[config.mk]
export PLATFORM = sky130hd
export DESIGN_NAME = ipu_top
export DESIGN_NICKNAME = d
export VERILOG_FILES = /design/src/pkg/ipu_pkg.sv /design/src/rtl/ipu_buffer.sv /design/src/rtl/ipu_top.sv
export VERILOG_INCLUDE_DIRS = /design/src /design/src/pkg
export SDC_FILE = /design/constraint.sdc
export NUM_CORES = 1
export LEC_CHECK = 0
export BUFFER_PORTS_ARGS = -buffer_cell sky130_fd_sc_hd__buf_4
export CAP_MARGIN = 20
export CORE_MARGIN = 1.5
export CORE_UTILIZATION = 61
export DETAILED_ROUTE_END_ITERATION = 6
export PLACE_DENSITY = 0.85
export SLEW_MARGIN = 20
export SYNTH_ARGS = -nofsm -noshare
export SYNTH_HDL_FRONTEND = slang
export SYNTH_SLANG_ARGS = --single-unit
[constraint.sdc]
create_clock -name aclk -period 8.9 [get_ports aclk]
set_input_delay 1.78 -clock aclk [delete_from_list [all_inputs] [get_ports aclk]]
set_output_delay 1.78 -clock aclk [all_outputs]
set_load 0.1 [all_outputs]
[src/pkg/ipu_defines.svh]
// register map, field positions, reset values and burst codes of the prefetch unit
`ifndef IPU_DEFINES_SVH
`define IPU_DEFINES_SVH
`define IPU_OFF_CTRL 8'h00
`define IPU_OFF_MODE 8'h04
`define IPU_OFF_CACHE 8'h08
`define IPU_OFF_IPTR 8'h0C
`define IPU_OFF_STAT 8'h10
`define IPU_CTRL_PF_EN 0
`define IPU_CTRL_FLUSH 5
`define IPU_MODE_BL_LO 0
`define IPU_MODE_BL_HI 1
`define IPU_MODE_OPC 2
`define IPU_CACHE_CLS_HI 7
`define IPU_CACHE_EN 8
`define IPU_BL_2 2'h0
`define IPU_BL_4 2'h1
`define IPU_BL_8 2'h2
`define IPU_BL_16 2'h3
`define IPU_DW_1 5'h01
`define IPU_DW_2 5'h02
`define IPU_DW_4 5'h04
`define IPU_DW_8 5'h08
`define IPU_DW_16 5'h10
`define IPU_DW_0 5'h00
`define IPU_FIFO_BYTES 8'h50
`define IPU_BUF_DEPTH 8
`define IPU_BUF_AW 3
`define IPU_RESP_OKAY 2'h0
`define IPU_RESP_SLVERR 2'h2
`define IPU_RST_WORD 32'h0000_0000
`endif

[src/pkg/ipu_pkg.sv]
// types of the instruction prefetch unit
package ipu_pkg;
    typedef enum logic [2:0]
    {
        IPU_IDLE = 3'b001,
        IPU_REQ = 3'b010,
        IPU_DATA = 3'b100
    } ipu_state_t;
    typedef logic [4:0] ipu_dwords_t;
endpackage

[src/rtl/ipu_buffer.sv]
// prefetch line store with registered read data
`timescale 1ns/1ps
`include "ipu_defines.svh"
module ipu_buffer
(
    input wire logic aclk,
    input wire logic wr_en,
    input wire logic [`IPU_BUF_AW-1:0] wr_idx,
    input wire logic [31:0] wr_data,
    input wire logic rd_en,
    input wire logic [`IPU_BUF_AW-1:0] rd_idx,
    output logic [31:0] rd_data
);
    logic [31:0] mem [0:`IPU_BUF_DEPTH-1];

    always_ff @(posedge aclk)
    begin
        if (wr_en)
        begin
            mem[wr_idx] <= wr_data;
        end
    end

    always_ff @(posedge aclk)
    begin
        if (rd_en)
        begin
            rd_data <= mem[rd_idx];
        end
    end
endmodule

[src/rtl/ipu_top.sv]
// instruction prefetch unit with axi4-lite register slave
// Function
// - prefetch four or eight dwords while enabled
// - pick burst from burst length, cache line
// - disable itself if bursts below four dwords
// - memory move instruction flushes buffer
// - no-flush memory move keeps buffer intact
// - store flushes unless its no-flush option
// - any instruction pointer write flushes buffer
// - taken transfer control flushes, failed does not
// - flush bit five flushes, then self-clears
// - dma bursts 2,4,8,16 dwords, 80-byte fifo
// - opcode burst only while prefetching disabled
`timescale 1ns/1ps
`include "ipu_defines.svh"
module ipu_top
(
    input wire logic aclk,
    input wire logic aresetn,
    input wire logic [31:0] s_axi_awaddr,
    input wire logic [2:0] s_axi_awprot,
    input wire logic s_axi_awvalid,
    output logic s_axi_awready,
    input wire logic [31:0] s_axi_wdata,
    input wire logic [3:0] s_axi_wstrb,
    input wire logic s_axi_wvalid,
    output logic s_axi_wready,
    output logic [1:0] s_axi_bresp,
    output logic s_axi_bvalid,
    input wire logic s_axi_bready,
    input wire logic [31:0] s_axi_araddr,
    input wire logic [2:0] s_axi_arprot,
    input wire logic s_axi_arvalid,
    output logic s_axi_arready,
    output logic [31:0] s_axi_rdata,
    output logic [1:0] s_axi_rresp,
    output logic s_axi_rvalid,
    input wire logic s_axi_rready,
    input wire logic instr_req,
    input wire logic [31:0] instr_addr,
    output logic instr_valid,
    output logic [31:0] instr_data,
    input wire logic exec_memory_move_instr,
    input wire logic exec_noflush_memory_move_instr,
    input wire logic exec_store,
    input wire logic exec_store_noflush,
    input wire logic exec_xfer_taken,
    input wire logic exec_xfer_not_taken,
    input wire logic script_iptr_write,
    input wire logic [31:0] script_iptr_data,
    output logic [31:0] instr_ptr,
    output logic dma_req,
    output logic [31:0] dma_addr,
    output logic [4:0] dma_len,
    input wire logic dma_ack,
    input wire logic dma_rvalid,
    input wire logic [31:0] dma_rdata
);
    logic [31:0] dma_control_reg;
    logic [31:0] dma_mode_reg;
    logic [31:0] cache_config_reg;
    logic [31:0] instr_ptr_reg;
    logic [7:0] aw_addr_reg;
    logic [31:0] w_data_reg;
    logic [3:0] w_strb_reg;
    logic do_write;
    logic host_iptr_write;
    logic flush_now;
    logic [31:0] stat_word;
    logic [7:0] rd_sel;
    ipu_pkg::ipu_state_t state_reg;
    ipu_pkg::ipu_dwords_t mode_limit;
    ipu_pkg::ipu_dwords_t burst_limit;
    ipu_pkg::ipu_dwords_t pf_size;
    ipu_pkg::ipu_dwords_t fetch_len;
    logic pf_active;
    logic [31:0] base_reg;
    logic [3:0] valid_cnt_reg;
    logic [4:0] recv_cnt_reg;
    logic discard_reg;
    logic serve_reg;
    logic [29:0] word_off;
    logic hit;
    logic start_fetch;
    logic start_serve;
    logic [31:0] buf_rd_data;
    logic [4:0] cls_dw;

    // byte-lane merge of a write into an existing register value
    function automatic logic [31:0] ipu_merge(input logic [31:0] old_v,
        input logic [31:0] new_v, input logic [3:0] strb);
        logic [31:0] m;
        m = {{8{strb[3]}}, {8{strb[2]}}, {8{strb[1]}}, {8{strb[0]}}};
        ipu_merge = (old_v & ~m) | (new_v & m);
    endfunction

    assign do_write = ~s_axi_awready & ~s_axi_wready & ~s_axi_bvalid;
    assign host_iptr_write = do_write & (aw_addr_reg == `IPU_OFF_IPTR);

    // axi write channels: address and data taken in either order
    always_ff @(posedge aclk)
    begin
        if (!aresetn)
        begin
            s_axi_awready <= 1'b1;
            s_axi_wready <= 1'b1;
            s_axi_bvalid <= 1'b0;
            s_axi_bresp <= `IPU_RESP_OKAY;
            aw_addr_reg <= 8'h00;
            w_data_reg <= `IPU_RST_WORD;
            w_strb_reg <= 4'h0;
        end
        else
        begin
            if (s_axi_awvalid && s_axi_awready)
            begin
                aw_addr_reg <= s_axi_awaddr[7:0];
                s_axi_awready <= 1'b0;
            end
            if (s_axi_wvalid && s_axi_wready)
            begin
                w_data_reg <= s_axi_wdata;
                w_strb_reg <= s_axi_wstrb;
                s_axi_wready <= 1'b0;
            end
            if (do_write)
            begin
                s_axi_bvalid <= 1'b1;
                case (aw_addr_reg)
                    `IPU_OFF_CTRL, `IPU_OFF_MODE, `IPU_OFF_CACHE, `IPU_OFF_IPTR:
                        s_axi_bresp <= `IPU_RESP_OKAY;
                    default:
                        s_axi_bresp <= `IPU_RESP_SLVERR;
                endcase
            end
            if (s_axi_bvalid && s_axi_bready)
            begin
                s_axi_bvalid <= 1'b0;
                s_axi_awready <= 1'b1;
                s_axi_wready <= 1'b1;
            end
        end
    end

    // control register: the flush bit clears itself once acted on; a new set wins
    always_ff @(posedge aclk)
    begin
        if (!aresetn)
        begin
            dma_control_reg <= `IPU_RST_WORD;
        end
        else if (do_write && aw_addr_reg == `IPU_OFF_CTRL)
        begin
            dma_control_reg <= ipu_merge(dma_control_reg, w_data_reg, w_strb_reg) &
                32'h0000_0021;
        end
        else if (dma_control_reg[`IPU_CTRL_FLUSH])
        begin
            dma_control_reg[`IPU_CTRL_FLUSH] <= 1'b0;
        end
    end

    always_ff @(posedge aclk)
    begin
        if (!aresetn)
        begin
            dma_mode_reg <= `IPU_RST_WORD;
            cache_config_reg <= `IPU_RST_WORD;
        end
        else if (do_write)
        begin
            if (aw_addr_reg == `IPU_OFF_MODE)
            begin
                dma_mode_reg <= ipu_merge(dma_mode_reg, w_data_reg, w_strb_reg) &
                    32'h0000_0007;
            end
            if (aw_addr_reg == `IPU_OFF_CACHE)
            begin
                cache_config_reg <= ipu_merge(cache_config_reg, w_data_reg, w_strb_reg) &
                    32'h0000_01FF;
            end
        end
    end

    // instruction pointer; a script write in the same cycle as a host write wins
    always_ff @(posedge aclk)
    begin
        if (!aresetn)
        begin
            instr_ptr_reg <= `IPU_RST_WORD;
        end
        else if (script_iptr_write)
        begin
            instr_ptr_reg <= script_iptr_data;
        end
        else if (host_iptr_write)
        begin
            instr_ptr_reg <= ipu_merge(instr_ptr_reg, w_data_reg, w_strb_reg);
        end
    end

    assign instr_ptr = instr_ptr_reg;

    // burst sizing: dma burst length, trimmed by cache line when cache mode is on
    always_comb
    begin
        case (dma_mode_reg[`IPU_MODE_BL_HI:`IPU_MODE_BL_LO])
            `IPU_BL_2: mode_limit = `IPU_DW_2;
            `IPU_BL_4: mode_limit = `IPU_DW_4;
            `IPU_BL_8: mode_limit = `IPU_DW_8;
            `IPU_BL_16: mode_limit = `IPU_DW_16;
            default: mode_limit = `IPU_DW_2;
        endcase
    end

    // line sizes above sixteen dwords cannot trim the burst, so saturate them
    assign cls_dw = (cache_config_reg[`IPU_CACHE_CLS_HI:0] > 8'h10) ? `IPU_DW_16 :
        cache_config_reg[4:0];
    assign burst_limit = (cache_config_reg[`IPU_CACHE_EN] && cls_dw < mode_limit) ?
        cls_dw : mode_limit;

    always_comb
    begin
        if (burst_limit >= `IPU_DW_8)
        begin
            pf_size = `IPU_DW_8;
        end
        else if (burst_limit >= `IPU_DW_4)
        begin
            pf_size = `IPU_DW_4;
        end
        else
        begin
            pf_size = `IPU_DW_0;
        end
    end

    assign pf_active = dma_control_reg[`IPU_CTRL_PF_EN] && (pf_size != `IPU_DW_0);
    // opcode burst of two dwords is honoured only without prefetching
    assign fetch_len = pf_active ? pf_size :
        (dma_mode_reg[`IPU_MODE_OPC] ? `IPU_DW_2 : `IPU_DW_1);

    // the no-flush move, no-flush store and failed transfer inputs never flush
    assign flush_now = exec_memory_move_instr
        | exec_store
        | script_iptr_write | host_iptr_write
        | exec_xfer_taken
        | dma_control_reg[`IPU_CTRL_FLUSH];

    assign word_off = instr_addr[31:2] - base_reg[31:2];
    assign hit = (word_off < {26'h0, valid_cnt_reg});
    assign start_serve = (state_reg == ipu_pkg::IPU_IDLE) && instr_req && hit &&
        !serve_reg && !instr_valid && !flush_now;
    assign start_fetch = (state_reg == ipu_pkg::IPU_IDLE) && instr_req && !hit &&
        !serve_reg && !instr_valid && !flush_now;

    // fetch sequencer toward the dma path
    always_ff @(posedge aclk)
    begin
        if (!aresetn)
        begin
            state_reg <= ipu_pkg::IPU_IDLE;
            dma_req <= 1'b0;
            dma_addr <= `IPU_RST_WORD;
            dma_len <= `IPU_DW_0;
            base_reg <= `IPU_RST_WORD;
            recv_cnt_reg <= 5'h00;
        end
        else
        begin
            case (state_reg)
                ipu_pkg::IPU_IDLE:
                begin
                    if (start_fetch)
                    begin
                        // refetch begins at the address the core now asks for
                        dma_req <= 1'b1;
                        dma_addr <= {instr_addr[31:2], 2'b00};
                        dma_len <= fetch_len;
                        base_reg <= {instr_addr[31:2], 2'b00};
                        recv_cnt_reg <= 5'h00;
                        state_reg <= ipu_pkg::IPU_REQ;
                    end
                end
                ipu_pkg::IPU_REQ:
                begin
                    if (dma_ack)
                    begin
                        dma_req <= 1'b0;
                        state_reg <= ipu_pkg::IPU_DATA;
                    end
                end
                ipu_pkg::IPU_DATA:
                begin
                    if (dma_rvalid)
                    begin
                        recv_cnt_reg <= recv_cnt_reg + 5'h01;
                        if (recv_cnt_reg + 5'h01 == dma_len)
                        begin
                            state_reg <= ipu_pkg::IPU_IDLE;
                        end
                    end
                end
                default:
                begin
                    state_reg <= ipu_pkg::IPU_IDLE;
                    dma_req <= 1'b0;
                end
            endcase
        end
    end

    // a flush mid-burst lets the burst finish but keeps none of its dwords
    always_ff @(posedge aclk)
    begin
        if (!aresetn)
        begin
            discard_reg <= 1'b0;
        end
        else if (start_fetch)
        begin
            discard_reg <= 1'b0;
        end
        else if (flush_now && state_reg != ipu_pkg::IPU_IDLE)
        begin
            discard_reg <= 1'b1;
        end
    end

    always_ff @(posedge aclk)
    begin
        if (!aresetn)
        begin
            valid_cnt_reg <= 4'h0;
        end
        else if (flush_now || start_fetch)
        begin
            valid_cnt_reg <= 4'h0;
        end
        else if (state_reg == ipu_pkg::IPU_DATA && dma_rvalid && !discard_reg)
        begin
            valid_cnt_reg <= valid_cnt_reg + 4'h1;
        end
    end

    ipu_buffer u_buffer
    (
        .aclk(aclk),
        .wr_en(state_reg == ipu_pkg::IPU_DATA && dma_rvalid),
        .wr_idx(recv_cnt_reg[`IPU_BUF_AW-1:0]),
        .wr_data(dma_rdata),
        .rd_en(start_serve),
        .rd_idx(word_off[`IPU_BUF_AW-1:0]),
        .rd_data(buf_rd_data)
    );

    // a flush during the read cancels the hand-off so the core never sees stale code
    always_ff @(posedge aclk)
    begin
        if (!aresetn)
        begin
            serve_reg <= 1'b0;
            instr_valid <= 1'b0;
            instr_data <= `IPU_RST_WORD;
        end
        else
        begin
            serve_reg <= start_serve;
            instr_valid <= serve_reg && !flush_now;
            if (serve_reg)
            begin
                instr_data <= buf_rd_data;
            end
        end
    end

    assign stat_word = {8'h00, `IPU_FIFO_BYTES, 2'h0, (state_reg != ipu_pkg::IPU_IDLE),
        valid_cnt_reg, 3'h0, pf_size, pf_active};
    assign rd_sel = s_axi_araddr[7:0];

    // axi read channel, one read at a time
    always_ff @(posedge aclk)
    begin
        if (!aresetn)
        begin
            s_axi_arready <= 1'b1;
            s_axi_rvalid <= 1'b0;
            s_axi_rdata <= `IPU_RST_WORD;
            s_axi_rresp <= `IPU_RESP_OKAY;
        end
        else
        begin
            if (s_axi_arvalid && s_axi_arready)
            begin
                s_axi_arready <= 1'b0;
                s_axi_rvalid <= 1'b1;
                s_axi_rresp <= `IPU_RESP_OKAY;
                case (rd_sel)
                    `IPU_OFF_CTRL: s_axi_rdata <= dma_control_reg;
                    `IPU_OFF_MODE: s_axi_rdata <= dma_mode_reg;
                    `IPU_OFF_CACHE: s_axi_rdata <= cache_config_reg;
                    `IPU_OFF_IPTR: s_axi_rdata <= instr_ptr_reg;
                    `IPU_OFF_STAT: s_axi_rdata <= stat_word;
                    default:
                    begin
                        s_axi_rdata <= `IPU_RST_WORD;
                        s_axi_rresp <= `IPU_RESP_SLVERR;
                    end
                endcase
            end
            if (s_axi_rvalid && s_axi_rready)
            begin
                s_axi_rvalid <= 1'b0;
                s_axi_arready <= 1'b1;
            end
        end
    end
endmodule

==> qor.csv <==
stage,metric,value,unit
routing,routed wire length,58000,um
routing,vias per std cell,6.09,
place,GPL Wtd Cong,0.938,
clock_network,post_cts resized,0,
worst_hold_path,min-delay worst type,reg -> reg,
clock_network,TritonCTS Buffers,49,
yosys,cell taking the most area after synthesis,edfxtp_1,
yosys,Yosys cell types,85,
sta,Final Hold Fails,0,
place,Inst Count DP,2469,
sta,max frequency,0.165,GHz
grt,vias in the first global route,15100,
grt,largest net degree at the start of global routing,139,
worst_setup_path,Worst setup SP type,input pin,
sta,fin crit share,68.0,%
outcome,status,"complete, no violations",
worst_hold_path,hold_sp,dma_req,
floorplanning,die height,193,um
clock_network,CTS tree,yes,
yosys,Syn Area/Cell,12.2,um^2
finish,P&R area growth vs syn,19.7,%
yosys,Yosys reg bits,499,
place,worst slack at placement,2.32,ns
worst_setup_path,critical register-to-register path startpoint,base_reg[2],
clock_network,Skew-Pair Late Insertion Delay,0.59,ns
floorplanning,total die area,37200,um^2
worst_setup_path,"Req. time, crit path",9.18,ns
sta,Worst-Margin Slew,0.985,ns
finish,Largest register FFs,256,
floorplanning,core area,35600,um^2
grt,first-pass GRT wire length,84900,um
grt,final global-route overflow total,0,
worst_setup_path,worst-path maximum fanout,33,
yosys,ys flop type,edfxtp_1,
yosys,largest cells by area after synthesis,"edfxtp_1 (39%), dfxtp_1 (19%), mux4_2 (6.7%), nand2_1 (4.7%), mux2i_1 (4.0%)",
worst_setup_path,crit end category,flip-flop,
worst_hold_path,worst hold stages,2,
clock_network,Clock transition at path regs,0.06,ns
sta,Hold Worst Slack,0.454,ns
place,number of port buffers,298,
clock_network,CTS H-tree lvls,2,
pwr,Leak,9.73,nW
worst_hold_path,hold worst-path end,dma_req,
pwr,clock share of power,42.5,%
clock_network,hold_buf cts,0,
finish,Largest Register,u_buffer.mem,
pwr,Comb power frac,9.8,%
pwr,pwr/cell area,198,nW/um^2
sta,unrepaired setup endpoints after global routing,false,
sta,Final min period,6.05,ns
clock_network,Clock Tree Buf Depth,3,
sta,final worst setup slack,2.85,ns
sta,final setup vio count,0,
worst_setup_path,CP Data Arrival Time,6.33,ns
finish,net count reported at finish,2316,
yosys,post-synth top area share,39.3,%
worst_setup_path,Setup CP Type,in -> reg,
routing,antenna-violating nets left,0,
clock_network,clock root cell,clkbuf_16,
worst_setup_path,RR Endpoint,u_buffer.rd_data[7],
routing,vias,15600,
pwr,sw frac,23.8,%
routing,first drt pass iteration count,6,
pwr,Cell Int Power,3.98,mW
floorplanning,number of top-level pins,363,
floorplanning,Die Width,193,um
finish,layout cells sized above 1,25.5,%
pwr,sequential group share of total power,47.7,%
floorplanning,Row Count,69,
floorplanning,Initial Utilization,61.9,%
clock_network,Post-CTS Setup Bufs,0,
job,Max Cap Violations,0,
pwr,NetSw,1.24,mW
routing,initial DRC count,1204,
clock_network,CTS Sinks,499,
routing,post-DR wirelength/cell,22.7,um
sta,Rel. slew slack,34.3,%
place,post-DP HPWL,37100,um
yosys,Mapped Cells,1801,
finish,Ant. Diodes,0,
worst_setup_path,reg2reg setup slack,3.82,ns
yosys,register area share after synthesis,58.5,%
sta,Final TNS setup,0,ns
pwr,Peak VDD IR,0.218,mV
yosys,ys async rst share,0,%
sta,Worst Skew,0.0137,ns
yosys,yosys warns,0,
sta,Slew Limit Fails,0,
worst_setup_path,reg2reg path depth,15,
finish,Finished Layout Cells,2560,
grt,initial antenna violation count,0,
grt,Total GRT Usage,30.4,%
yosys,"EDFF count, synth",288,
yosys,Syn Std Cell Area,22000,um^2
routing,DRC errors left,0,
pwr,"Power, Total",5.22,mW
stage by stage:
stage | util [%] | cell area [um^2]
floorplan | - | 22000
global placement | 69.2 | 24600
detailed placement | 69.2 | 24600
CTS | 74.1 | 26300
global route | 74.1 | 26300
finish | 74.1 | 26300
layout make-up:
class | instances | area [um^2]
clock inverter | 35 | 458
clock buffer | 56 | 1270
fill | 2256 | 9220
timing repair buffer | 316 | 2380
inverter | 49 | 184
tap | 461 | 577
sequential | 499 | 12900
multi-input combinational | 1144 | 8610
how the worst max path moves through the flow:
stage,startpoint,to,slack [ns]
finish,instr_addr[2],u_buffer.rd_data[7],2.85
global route,instr_addr[2],u_buffer.rd_data[8],2.68
CTS,instr_addr[2],u_buffer.rd_data[7],2.94
detailed placement,instr_addr[2],u_buffer.rd_data[12],2.32
global placement,instr_addr[2],u_buffer.rd_data[12],2.37
floorplan,instr_addr[2],u_buffer.rd_data[0],2.23
routing by layer:
layer | track usage [%] | vias up | share of wire [%] | routed length [um]
met3 | 6.24 | 106 | 8.0 | 4650
met2 | 53.1 | 679 | 51 | 29400
met5 | 0 | - | 0 | 0
li1 | - | 7162 | - | -
met4 | 11.8 | 0 | 3.3 | 1890
met1 | 37.2 | 7635 | 38 | 22100
cells in the final DEF (no fill, tap or decap), types with 49 or more instances in the layout:
master       n
nor2b_1     66
nand3_1     57
mux4_2      65
a21boi_0    64
buf_4      315
mux2i_1     89
a21oi_1     65
nand2_1    276
clkbuf_16   49
inv_1       49
dfxtp_1    210
edfxtp_1   288
critical path: stages:
cell and delay (ns):
buf_4 0.08, inv_1 0.05, ha_4 0.17, fa_4 0.47, xor2_4 0.14, buf_4 0.51, inv_1 0.11, ha_1 0.29
o21a_1 0.10, o21ai_0 0.21, and3b_1 0.19, and4_1 0.20, nand4_1 0.10, nor4_1 0.34, nand4_1 0.38, nor2_4 0.79
buf_4 0.38
power groups by stage:
| stage | clock [mW] | sequential (mW) | combinational [mW] |
|---|---|---|---|
| 2_1_floorplan | 0 | 2.62 | 0.256 |
| 3_3_place_gp | 0 | 2.54 | 0.493 |
| 3_5_place_dp | 0 | 2.54 | 0.505 |
| 4_1_cts | 2.25 | 2.49 | 0.509 |
| 5_1_grt | 2.34 | 2.49 | 0.546 |
| 6_report | 2.22 | 2.49 | 0.511 |
kinds of logic (layout without fill, tap and decap cells):
logic type | Yosys count | count (layout) | synth area share [%]
AO/OA/AOI/OAI | 324 | 324 | 10.5
other | 1 | 5 | 0.0170
AND/OR/NAND/NOR | 569 | 569 | 12.5
XOR/XNOR | 17 | 17 | 0.677
flip-flops | 499 | 499 | 58.5
multiplexers | 191 | 191 | 12.6
buffers and inverters | 162 | 456 | 3.04
adder cells (fa/ha/maj) | 38 | 38 | 2.19
cells in the mapped netlist (26+ instances only):
cell type and count:
o211a_1 26, dfxtp_1 211, ha_1 37, o211ai_1 28, a21oi_1 65, nor2b_1 66
o21ai_0 41, edfxtp_1 288, mux4_2 65, nand2_1 276, mux2i_1 89, nor2_1 44
inv_1 49, clkbuf_1 86, nand3_1 57, a21boi_0 64, mux2_2 37
No activity file was read; power rests on OpenSTA's default activity.
